==> config.mk <==
export PLATFORM = sky130hd
export DESIGN_NAME = agod_decoder
export DESIGN_NICKNAME = d
export VERILOG_FILES = /design/src/agod_pkg.sv /design/src/agod_group.sv /design/src/agod_decoder.sv
export VERILOG_INCLUDE_DIRS = /design/src
export SDC_FILE = /design/constraint.sdc
export NUM_CORES = 1
export LEC_CHECK = 0
export BUFFER_PORTS_ARGS = -buffer_cell sky130_fd_sc_hd__buf_2
export CORE_MARGIN = 4
export CORE_UTILIZATION = 55
export CTS_CLUSTER_DIAMETER = 100
export DETAILED_ROUTE_END_ITERATION = 6
export GPL_TIMING_DRIVEN = 0
export PLACE_DENSITY = 0.9
export SKIP_CTS_REPAIR_TIMING = 1
export SLEW_MARGIN = 25
export SYNTH_ARGS = -nofsm -noshare
export SYNTH_HDL_FRONTEND = slang
export SYNTH_SLANG_ARGS = --single-unit
==> constraint.sdc <==
create_clock -name i_clock -period 2.93 [get_ports i_clock]
set_clock_uncertainty 0.05 [all_clocks]
set_input_delay 0.586 -clock i_clock [delete_from_list [all_inputs] [get_ports i_clock]]
set_output_delay 0.586 -clock i_clock [all_outputs]
set_load 0.02 [all_outputs]
==> src/agod_defs.svh <==
`ifndef AGOD_DEFS_SVH
`define AGOD_DEFS_SVH
// How it works
// RQ1: Byte 0x2f alone decodes as decimal adjust after subtraction.
// RQ2: Group byte 1111011w, middle field 100, selects unsigned multiply.
// RQ3: Group byte with middle field 101 selects signed multiply.
// RQ4: Group byte with middle field 110 selects unsigned divide.
// RQ5: Group byte with middle field 111 selects signed divide.
// RQ6: Byte 0xd4 is ascii adjust after product and consumes one constant byte.
// RQ7: Bytes 0xd5 then 0x0a decode as ascii adjust before quotient.
// RQ8: Byte 0x98 alone is byte to word sign extension.
// RQ9: Byte 0x99 alone is word to doubleword sign extension.
// RQ10: Group low bit picks byte or word; mod and r/m decode as usual.
`define AGOD_OP_DAS_BYTE 8'h2f
`define AGOD_OP_GROUP_HI 7'h7b
`define AGOD_OP_ASC_PROD 8'hd4
`define AGOD_OP_ASC_QUOT 8'hd5
`define AGOD_ASC_QUOT_K 8'h0a
`define AGOD_OP_BYTE_EXT 8'h98
`define AGOD_OP_WORD_EXT 8'h99
`define AGOD_REG_UMUL 3'h4
`define AGOD_REG_SMUL 3'h5
`define AGOD_REG_UDIV 3'h6
`define AGOD_REG_SDIV 3'h7
`define AGOD_MOD_LSB 6
`define AGOD_REG_LSB 3
`endif

==> src/agod_pkg.sv <==
package agod_pkg;
    typedef enum logic [3:0] {
        AGOD_NONE,
        AGOD_DECIMAL_ADJUST_SUBTRACT,
        AGOD_UNSIGNED_MULTIPLY,
        AGOD_SIGNED_MULTIPLY,
        AGOD_UNSIGNED_DIVIDE,
        AGOD_SIGNED_DIVIDE,
        AGOD_ASCII_ADJUST_AFTER_PRODUCT,
        AGOD_ASCII_ADJUST_BEFORE_QUOTIENT,
        AGOD_BYTE_TO_WORD_EXTEND,
        AGOD_WORD_TO_DOUBLE_EXTEND
    } agod_op_e;
    typedef enum {
        AGOD_ST_FIRST,
        AGOD_ST_GROUP,
        AGOD_ST_PROD,
        AGOD_ST_QUOT
    } agod_state_e;
endpackage : agod_pkg

==> src/agod_group.sv <==
`include "agod_defs.svh"
// Decode of the group's addressing byte into an operation
module agod_group (
    // Addressing byte
    input wire logic [7:0] i_modrm,
    // Decoded selection
    output agod_pkg::agod_op_e o_op
);
    always_comb begin
        case (i_modrm[`AGOD_REG_LSB +: 3])
            `AGOD_REG_UMUL: o_op = agod_pkg::AGOD_UNSIGNED_MULTIPLY; // RQ2
            `AGOD_REG_SMUL: o_op = agod_pkg::AGOD_SIGNED_MULTIPLY; // RQ3
            `AGOD_REG_UDIV: o_op = agod_pkg::AGOD_UNSIGNED_DIVIDE; // RQ4
            `AGOD_REG_SDIV: o_op = agod_pkg::AGOD_SIGNED_DIVIDE; // RQ5
            default: o_op = agod_pkg::AGOD_NONE;
        endcase
    end
endmodule : agod_group

==> src/agod_decoder.sv <==
`include "agod_defs.svh"
module agod_decoder (
    // Clock and reset
    input wire logic i_clock,
    input wire logic i_rst,
    // Opcode byte stream from fetch
    input wire logic i_valid,
    input wire logic [7:0] i_byte,
    // Decoded instruction
    output logic o_valid,
    output agod_pkg::agod_op_e o_op,
    output logic o_word,
    output logic [1:0] o_mode,
    output logic [2:0] o_rm,
    output logic [7:0] o_imm,
    output logic o_illegal
);
    // =============================================================
    // State
    typedef struct packed {
        agod_pkg::agod_state_e st;
        logic word;
        logic valid;
        agod_pkg::agod_op_e op;
        logic ow;
        logic [1:0] mode;
        logic [2:0] rm;
        logic [7:0] imm;
        logic illegal;
    } agod_reg_s;

    agod_reg_s r;
    agod_reg_s next_r;
    agod_pkg::agod_op_e grp_op;

    agod_group u_group (
        .i_modrm(i_byte),
        .o_op(grp_op)
    );

    // =============================================================
    // Next state
    always_comb begin
        next_r = r;
        next_r.valid = 1'b0;
        next_r.illegal = 1'b0;
        if (i_valid) begin
            case (r.st)
                agod_pkg::AGOD_ST_FIRST: begin
                    next_r.ow = 1'b0;
                    next_r.mode = 2'h0;
                    next_r.rm = 3'h0;
                    next_r.imm = 8'h00;
                    if (i_byte == `AGOD_OP_DAS_BYTE) begin
                        next_r.valid = 1'b1; // RQ1
                        next_r.op = agod_pkg::AGOD_DECIMAL_ADJUST_SUBTRACT;
                    end else if (i_byte == `AGOD_OP_BYTE_EXT) begin
                        next_r.valid = 1'b1; // RQ8
                        next_r.op = agod_pkg::AGOD_BYTE_TO_WORD_EXTEND;
                    end else if (i_byte == `AGOD_OP_WORD_EXT) begin
                        next_r.valid = 1'b1; // RQ9
                        next_r.ow = 1'b1;
                        next_r.op = agod_pkg::AGOD_WORD_TO_DOUBLE_EXTEND;
                    end else if (i_byte[7:1] == `AGOD_OP_GROUP_HI) begin
                        next_r.word = i_byte[0]; // RQ10
                        next_r.st = agod_pkg::AGOD_ST_GROUP;
                    end else if (i_byte == `AGOD_OP_ASC_PROD) begin
                        next_r.st = agod_pkg::AGOD_ST_PROD; // RQ6
                    end else if (i_byte == `AGOD_OP_ASC_QUOT) begin
                        next_r.st = agod_pkg::AGOD_ST_QUOT; // RQ7
                    end else begin
                        // Opcodes outside this group are not ours
                        next_r.valid = 1'b1;
                        next_r.op = agod_pkg::AGOD_NONE;
                    end
                end
                agod_pkg::AGOD_ST_GROUP: begin
                    next_r.st = agod_pkg::AGOD_ST_FIRST;
                    next_r.valid = 1'b1;
                    next_r.op = grp_op; // RQ2 RQ3 RQ4 RQ5
                    next_r.ow = r.word; // RQ10
                    next_r.mode = i_byte[`AGOD_MOD_LSB +: 2]; // RQ10
                    next_r.rm = i_byte[2:0];
                    // Middle fields 000..011 are other group members
                    next_r.illegal = (grp_op == agod_pkg::AGOD_NONE);
                end
                agod_pkg::AGOD_ST_PROD: begin
                    next_r.st = agod_pkg::AGOD_ST_FIRST;
                    next_r.valid = 1'b1;
                    next_r.op = agod_pkg::AGOD_ASCII_ADJUST_AFTER_PRODUCT;
                    next_r.imm = i_byte; // RQ6
                end
                agod_pkg::AGOD_ST_QUOT: begin
                    next_r.st = agod_pkg::AGOD_ST_FIRST;
                    next_r.valid = 1'b1;
                    next_r.imm = i_byte;
                    // Only the documented constant is accepted
                    if (i_byte == `AGOD_ASC_QUOT_K) begin
                        next_r.op = agod_pkg::AGOD_ASCII_ADJUST_BEFORE_QUOTIENT; // RQ7
                    end else begin
                        next_r.op = agod_pkg::AGOD_NONE;
                        next_r.illegal = 1'b1;
                    end
                end
                default: begin
                    next_r.st = agod_pkg::AGOD_ST_FIRST;
                end
            endcase
        end
    end

    always_ff @(posedge i_clock or posedge i_rst) begin
        if (i_rst) begin
            r <= '0;
        end else begin
            r <= next_r;
        end
    end

    assign o_valid = r.valid;
    assign o_op = r.op;
    assign o_word = r.ow;
    assign o_mode = r.mode;
    assign o_rm = r.rm;
    assign o_imm = r.imm;
    assign o_illegal = r.illegal;

    // =============================================================
    // Checks
    a_das_single: assert property (@(posedge i_clock) disable iff (i_rst)
        r.st == agod_pkg::AGOD_ST_FIRST && i_valid
        && i_byte == `AGOD_OP_DAS_BYTE |=> o_valid
        && o_op == agod_pkg::AGOD_DECIMAL_ADJUST_SUBTRACT) // RQ1
        else $error("decimal adjust not decoded");
    a_umul_sel: assert property (@(posedge i_clock) disable iff (i_rst)
        r.st == agod_pkg::AGOD_ST_GROUP && i_valid
        && i_byte[5:3] == `AGOD_REG_UMUL
        |=> o_op == agod_pkg::AGOD_UNSIGNED_MULTIPLY) // RQ2
        else $error("unsigned multiply wrong");
    a_smul_sel: assert property (@(posedge i_clock) disable iff (i_rst)
        r.st == agod_pkg::AGOD_ST_GROUP && i_valid
        && i_byte[5:3] == `AGOD_REG_SMUL
        |=> o_op == agod_pkg::AGOD_SIGNED_MULTIPLY) // RQ3
        else $error("signed multiply wrong");
    // Keyed on the group state so a fetch pause still reaches it
    a_udiv_sel: assert property (@(posedge i_clock) disable iff (i_rst)
        r.st == agod_pkg::AGOD_ST_GROUP && i_valid
        && i_byte[`AGOD_REG_LSB +: 3] == `AGOD_REG_UDIV
        |=> o_valid && o_op == agod_pkg::AGOD_UNSIGNED_DIVIDE) // RQ4
        else $error("unsigned divide wrong");
    a_sdiv_sel: assert property (@(posedge i_clock) disable iff (i_rst)
        r.st == agod_pkg::AGOD_ST_GROUP && i_valid
        && i_byte[5:3] == `AGOD_REG_SDIV
        |=> o_op == agod_pkg::AGOD_SIGNED_DIVIDE && !o_illegal) // RQ5
        else $error("signed divide wrong");
    a_prod_imm: assert property (@(posedge i_clock) disable iff (i_rst)
        r.st == agod_pkg::AGOD_ST_PROD && i_valid
        |=> o_valid && o_imm == $past(i_byte)
        && o_op == agod_pkg::AGOD_ASCII_ADJUST_AFTER_PRODUCT) // RQ6
        else $error("ascii product constant lost");
    a_quot_pair: assert property (@(posedge i_clock) disable iff (i_rst)
        r.st == agod_pkg::AGOD_ST_FIRST && i_valid
        && i_byte == `AGOD_OP_ASC_QUOT |=> !o_valid) // RQ7
        else $error("ascii quotient decoded early");
    a_byte_ext: assert property (@(posedge i_clock) disable iff (i_rst)
        r.st == agod_pkg::AGOD_ST_FIRST && i_valid
        && i_byte == `AGOD_OP_BYTE_EXT
        |=> o_op == agod_pkg::AGOD_BYTE_TO_WORD_EXTEND) // RQ8
        else $error("byte extend wrong");
    a_word_ext: assert property (@(posedge i_clock) disable iff (i_rst)
        r.st == agod_pkg::AGOD_ST_FIRST && i_valid
        && i_byte == `AGOD_OP_WORD_EXT
        |=> o_op == agod_pkg::AGOD_WORD_TO_DOUBLE_EXTEND) // RQ9
        else $error("word extend wrong");
    a_width_bit: assert property (@(posedge i_clock) disable iff (i_rst)
        r.st == agod_pkg::AGOD_ST_FIRST && i_valid
        && i_byte[7:1] == `AGOD_OP_GROUP_HI ##1 i_valid
        |=> o_word == $past(i_byte[0], 2)) // RQ10
        else $error("width bit wrong");
    c_group: cover property (@(posedge i_clock)
        o_valid && o_op == agod_pkg::AGOD_SIGNED_DIVIDE);
    c_quot: cover property (@(posedge i_clock)
        o_valid && o_op == agod_pkg::AGOD_ASCII_ADJUST_BEFORE_QUOTIENT);
    c_bad: cover property (@(posedge i_clock) o_illegal);
endmodule : agod_decoder

Word level (Yosys, flattened, before mapping)
Index checks and enable logic that the tools add are counted.

Bits in registers: 53. Bits of input ports: 11. Logic and storage cells: 69.

Equality and inequality tests: 21. Mux-type cells: 25. Bitwise logic cells: 3. Reductions and logical operators: 11.

Operators by type and width (count): two-way mux 32 bit (4); two-way mux 33 bit (3); equality test 32 x 2 -> 1 bit, second input constant (2); equality test 32 x 1 -> 1 bit, second input constant (1); equality test 8 bit, second input constant (4); logical NOT 32 bit (1); two-way mux 5 bit (6); two-way mux 20 bit (1); case mux 5 bit (4 select lines) (1); case mux 8 bit (2 select lines) (1); != test 5 bit, second input constant (3); equality test 3 bit, second input constant (4); case mux 3 bit (4 select lines) (1); case mux 6 bit (2 select lines) (1); AND reduction 5 bit (2); equality test 8 x 4 -> 1 bit, second input constant (1); equality test 8 x 6 -> 1 bit, second input constant (1); equality test 7 bit, second input constant (1); != test 2 bit, second input constant (3); AND reduction 6 bit (1); two-way mux 1 bit (5); logical NOT 4 bit (1); != test 4 bit, second input constant (1); AND reduction 2 bit (2); 6 further kinds (9).

Longest topological paths before layout
Gate-level depths: netlist (run 1).

Depth after elaboration: 9. Gate-level depth with buffers: 5.

Hierarchy
From an unflattened synthesis (run 1), not the netlist that was laid out.

Cell total of the unflattened synthesis: 126. Area, all modules: 1280.0 µm².

Modules (own cells, without submodules): agod_decoder (instances 1, cells each 121, area each 1246.2 µm², sequential area each 575.6 µm²); agod_group (instances 1, cells each 5, area each 33.8 µm², sequential area each 0.0 µm²).

Least setup slack after synthesis (run 1)
Ideal clock, no wire load.

Path kind: input port to flip-flop. From: in i_byte[3]. To: reg r[20] (netlist bit). Arrival time: 1.777 ns. Slack: 0.975 ns. Stages: 4. Buffers on the path: 0. Cell sequence: nand3b_4 -> or2_0 -> or4b_1 -> mux2_1.

Cells in the longest elaborated chain, start to end: 3.

Ends and longest elaborated chain: start, declared (RTL line agod_decoder.sv:8) `input wire logic [7:0] i_byte,`; equality test 8 bit (no line) or equality test 8 x 6 -> 1 bit (tied branches); NOT 1 bit (no line); AND reduction 6 bit (no line) (*); end signal, assigned (RTL line agod_decoder.sv:116) `r <= next_r;`; end, declared (RTL line agod_decoder.sv:32) `agod_reg_s r;`.

Mark *: on every way between the ends. The rest lies on a longest branch, timed or not. A chain may end at the register's enable or synchronous reset.

Final worst setup path (run 1)
Ends and elaborated chain as after synthesis.

==> qor.yml, run 1 <==
syn_to_final_growth_pct: 16.5
grt_pass1_wl_microns: 4430
synth_nets: 134
relSlewSlack_pct: 44.3
clock.fmax_mhz: 540
p_per_area_nw_per_um2: 367
routed_wl_microns: 2550
rsz0062_at_grt: "false"
worstMarginPinSlew_ns: 0.834
dp_hpwl_microns: 1940
io_pins: 31
fin_crit_sh_pct: 63.1
layout.nets: 168
ys_ff_latch: 23
clock-sinks: 23
syn_area_sq_um: 1250
post-route-min-period_ns: 1.85
fin_tns_setup_ns: 0
cts.clk_slew.worst_paths_ns: 0.12
maxCapViolations: 0
vias_per_cell: 5.52
final_common_cell: "buf_2"
fillerInstances: 154
io_buffers: 29
critPathCapture: "r[20]"
grt_pass1_vias: 1015
num_vias: 1010
grt.total_usage_pct: 17.5
p_leak_nw: 0.766
crit_start: "i_byte[3]"
cts_max_level: 1
start_kind: "input port"
final_layout_size_suffix_gt1_share_pct: 37.2
gr-total-overflow: 0
drc: 0
gp_congestion: 0.859
timing_hold_violations_final: 0
r2r_end: "r[20]"
num_rows: 16
regArea_sq_um: 576
final_cell_area_sq_um: 1450
cts_tree: "built"
cts_buffer_depth: 2
cts_root_buf: "clkbuf_4"
hold_class: "input port to async pin"
synth_edf_count: 0
crit_type: "input port to register"
syn_avg_cell_area_sq_um: 10.1
stdcell_count: 183
max-vdd-ir-drop_mv: 0.268
numCtsBuffers: 3
ys_types: 36
final_core_util_pct: 70.4
mostFrequentLayoutCells: "buf_2 (29), dfrtp_1 (23), buf_4 (18), nand2_1 (18), o21ai_0 (8)"
ant_nets: 0
placed_cells: 179
grt_max_degree: 24
ys_seq_area_share_pct: 46.2
status: "finished, final reports clean"
syn_inst: 123
clk_latency_ns: 0.30
multi_input_area_sq_um: 494
dpl-instance-area_sq_um: 1430
die_h_microns: 55.6
cp_max_fo: 5
grt_antenna_before_repair: 0
die_w_microns: 55.6
finalSetupViolations: 0
required_ns: 3.08
r2r_cells: 4
drtIter0Drc: 54
ys_async_sr_fraction_pct: 100
initial_core_util_pct: 60.4
drt-pass1-iter-count: 4
end_kind: "register"
arrival_ns: 2.00
whs_ns: 0.372
rr_startpoint: "r[21]"
dieArea_sq_um: 3090
core_region_area_sq_um: 2060
diodes: 0
yosysWarnings: 0
wire_per_inst_microns: 14.0
synthFlopType: "dfrtp_1"
ff2ff_setup_slack_ns: 1.15
drv_slew: 0
final cells by class:
type                            instances  area share [%]
Sequential cell                        23            39.7
Timing Repair Buffer                   29            10.0
Tap cell                               27            2.33
Buffer                                 23            11.1
Multi-Input combinational cell         73            34.1
Inverter                                4            1.03
Clock buffer                            4            1.81
state kept, by name, indices dropped and copies added, names as in the netlist:
register and count:
o_imm 8, o_op 4, o_rm 3, r 3, o_mode 2, o_illegal 1
o_valid 1, o_word 1
kinds of logic after synthesis:
| kind of cell | after synthesis | synth area share [%] |
|---|---|---|
| AOI/OAI and AO/OA | 28 | 17.6 |
| xor gates and xnor gates | 1 | 0.703 |
| buffers and inverters | 27 | 14.2 |
| DFF | 23 | 46.2 |
| muxes | 2 | 1.71 |
| and+or+nand+nor | 42 | 19.7 |
through the flow:
step	total power [mW]	setup slack, ns
floorplan	0.372	0.975
global placement	0.395	0.786
detailed placement	0.397	0.760
CTS	0.535	1.09
global route	0.553	1.03
finish	0.532	1.08
critical path, cell delays in order:
cell and delay [ns]:
buf_2 0.13, nand3b_4 0.18, or2_0 0.25, or4b_1 0.54
mux2_1 0.32
routing by layer:
| layer | GRT usage (%) | share of wire (%) | wire length [microns] | vias up |
|---|---|---|---|---|
| li1 | - | - | - | 481 |
| met1 | 21.4 | 39 | 998 | 463 |
| met2 | 30.2 | 50 | 1280 | 55 |
| met3 | 3.02 | 8.3 | 212 | 11 |
| met4 | 7.29 | 2.5 | 65 | 0 |
| met5 | 0 | 0 | 0 | - |
power by group:
| group | switching [mW] | internal, mW |
|---|---|---|
| sequential | 0.00256 | 0.322 |
| combinational | 0.0427 | 0.0238 |
| clock | 0.0878 | 0.0532 |
| total | 0.133 | 0.399 |
how the worst min path moves through the flow:
stage | cells after the start | from | endpoint | slack, ns
2_1_floorplan | 2 | o_op[1] | o_op[1] | 0.40
3_3_place_gp | 2 | o_word | o_word | 0.41
3_5_place_dp | 2 | o_mode[0] | o_mode[0] | 0.42
4_1_cts | 2 | i_rst | o_word | 0.41
5_1_grt | 2 | i_byte[1] | r[22] | 0.43
6_report | 2 | i_rst | o_word | 0.37
synth_stat cells (2+ instances only):
cell      number  area, sq um
buf_4         18          135
clkbuf_1       4         15.0
and3_1         2         12.5
nand2b_1       3         18.8
nor2_1         2         7.51
nor3b_1        3         22.5
inv_1          4         15.0
nor3_1         2         10.0
and2_1         3         18.8
nand2_1       18         67.6
a31oi_1        3         18.8
o31ai_1        2         15.0
dfrtp_1       23          576
a22o_1         7         61.3
o21ai_0        8         40.0
(Power assumes the default switching activity.)
==> inputs of run 2 (changes only) <==
Settings changed: CORE_UTILIZATION 55 to 52, PLACE_DENSITY 0.9 to 0.86.
Clock period 2.93 ns to 1.9 ns, I/O delays scaled along.
==> qor.yml, run 2 (synthesis results as in run 1) <==
p_per_area_nw_per_um2: 567  # was 367 nW/um^2
grt_max_degree: 24  # unchanged
max-vdd-ir-drop_mv: 0.346  # was 0.268 mV
ant_nets: 0  # unchanged
end_kind: "register"  # unchanged
multi_input_area_sq_um: 494  # unchanged
drt-pass1-iter-count: 5  # was 4
rr_startpoint: "r[21]"  # unchanged
rsz0062_at_grt: "false"  # unchanged
num_rows: 17  # was 16
r2r_end: "r[20]"  # unchanged
status: "finished, final reports clean"  # unchanged
dpl-instance-area_sq_um: 1430  # about the same
power_mw: 0.824  # was 0.532 mW
initial_core_util_pct: 55.3  # was 60.4%
dieArea_sq_um: 3240  # was 3090 sq um
grt_antenna_before_repair: 0  # unchanged
clock-sinks: 23  # unchanged
relSlewSlack_pct: 41.6  # was 44.3%
layout.nets: 168  # unchanged
power_frac_comb_pct: 12.3  # was 12.5%
cts_root_buf: "clkbuf_4"  # unchanged
grt_pass1_vias: 955  # was 1015
grt_pass1_wl_microns: 4120  # was 4430 microns
r2r_cells: 4  # unchanged
setup_ws_ns: 0.149  # was 1.08 ns
die_w_microns: 57.0  # was 55.6 microns
maxCapViolations: 0  # unchanged
regArea_sq_um: 576  # unchanged
timing_hold_violations_final: 0  # unchanged
wire_per_inst_microns: 13.3  # was 14.0 microns
num_vias: 976  # was 1010
cp_max_fo: 5  # unchanged
drv_slew: 0  # unchanged
vias_per_cell: 5.30  # was 5.52
core_region_area_sq_um: 2250  # was 2060 sq um
p_leak_nw: 0.766  # unchanged
routed_wl_microns: 2460  # was 2550 microns
final_layout_size_suffix_gt1_share_pct: 37.2  # unchanged
arrival_ns: 1.90  # was 2.00 ns
p_sw_share_pct: 25.3  # was 25.0%
cts_tree: "built"  # unchanged
gr-total-overflow: 0  # unchanged
cts.clk_slew.worst_paths_ns: 0.12  # about the same
worstMarginPinSlew_ns: 0.876  # was 0.834 ns
drc: 0  # unchanged
required_ns: 2.05  # was 3.08 ns
seq_power_share_pct: 60.7  # was 61.0%
mostFrequentLayoutCells: "buf_2 (29), dfrtp_1 (23), buf_4 (18), nand2_1 (18), o21ai_0 (8)"  # unchanged
dp_hpwl_microns: 1870  # was 1940 microns
post-route-min-period_ns: 1.75
fillerInstances: 198  # was 154
crit_type: "register to register"  # was input port to register
diodes: 0  # unchanged
p_int_mw: 0.616  # was 0.399 mW
fin_crit_sh_pct: 92.2
ff2ff_setup_slack_ns: 0.15  # was 1.15 ns
p_switching_mw: 0.208  # was 0.133 mW
cts_max_level: 1  # unchanged
hold_class: "input port to async pin"  # unchanged
largest_register_ffs: 8  # unchanged
cts_buffer_depth: 2  # unchanged
syn_to_final_growth_pct: 16.6  # was 16.5%
die_h_microns: 57.0  # was 55.6 microns
io_pins: 31  # unchanged
drtIter0Drc: 16  # was 54
start_kind: "register"  # was input port
clockPowerShare_pct: 27.0  # was 26.5%
fin_tns_setup_ns: 0  # unchanged
clock.fmax_mhz: 571
io_buffers: 29  # unchanged
final_common_cell: "buf_2"  # unchanged
finalSetupViolations: 0  # unchanged
pre_cts_ws_ns: -0.0733  # was 0.760 ns
gp_congestion: 0.835  # was 0.859
numCtsBuffers: 3  # unchanged
final_cell_area_sq_um: 1450  # about the same
clk_latency_ns: 0.31  # was 0.30 ns
grt.total_usage_pct: 16.2  # was 17.5%
## run 2: cell counts in the layout (fill, tap and decap cells not counted)
No cell type changed its count.
## run 2: worst max path at each step
| stage | start | endpoint | slack [ns] | depth (start not counted) |
|---|---|---|---|---|
| 6_report | r[21] | r[20] | 0.15 | 4 |
| 5_1_grt | r[21] | r[20] | 0.05 | 4 |
| 4_1_cts | r[21] | r[20] | 0.15 | 4 |
| 2_1_floorplan | i_byte[3] | r[20] | 0.15 | 4 |
| 3_3_place_gp | i_byte[3] | r[20] | -0.04 | 5 |
| 3_5_place_dp | i_byte[3] | r[20] | -0.07 | 5 |
## run 2: area by class of cell
type,count,area share (%)
clock buffers,4,1.81
multi-input cells,73,34.0
inverters,4,1.03
plain buffers,23,11.1
repair buffers,29,9.99
flip-flops and latches,23,39.6
well taps,28,2.41
## run 2: power by group through the flow
stage / combinational [mW] / sequential (mW) / clock, mW
finish: 0.102 / 0.501 / 0.222
global route: 0.112 / 0.502 / 0.256
CTS: 0.103 / 0.501 / 0.232
detailed placement: 0.102 / 0.510 / 0
global placement: 0.0990 / 0.510 / 0
floorplan: 0.0619 / 0.511 / 0
## run 2: layer usage
| metal | global-route usage (%) | routed length [microns] | vias to the layer above |
|---|---|---|---|
| met3 | 2.49 | 93 | 5 |
| met5 | 0 | 0 | - |
| met2 | 27.4 | 1240 | 22 |
| met1 | 20.1 | 1080 | 465 |
| met4 | 7.62 | 48 | 0 |
| li1 | - | - | 484 |
## run 2: worst max-delay path, cell delays in order, from the launching register on
cell	delay, ns
dfrtp_1	0.42
nor2_1	0.24
nand2_1	0.10
or4b_1	0.49
mux2_1	0.34
## run 2: metrics by stage
step,util [%],hold slack (ns),instances
floorplan,-,0.332,123
global placement,63.3,0.408,180
detailed placement,63.3,0.417,180
CTS,64.4,0.203,184
global route,64.4,0.232,184
finish,64.4,0.182,184
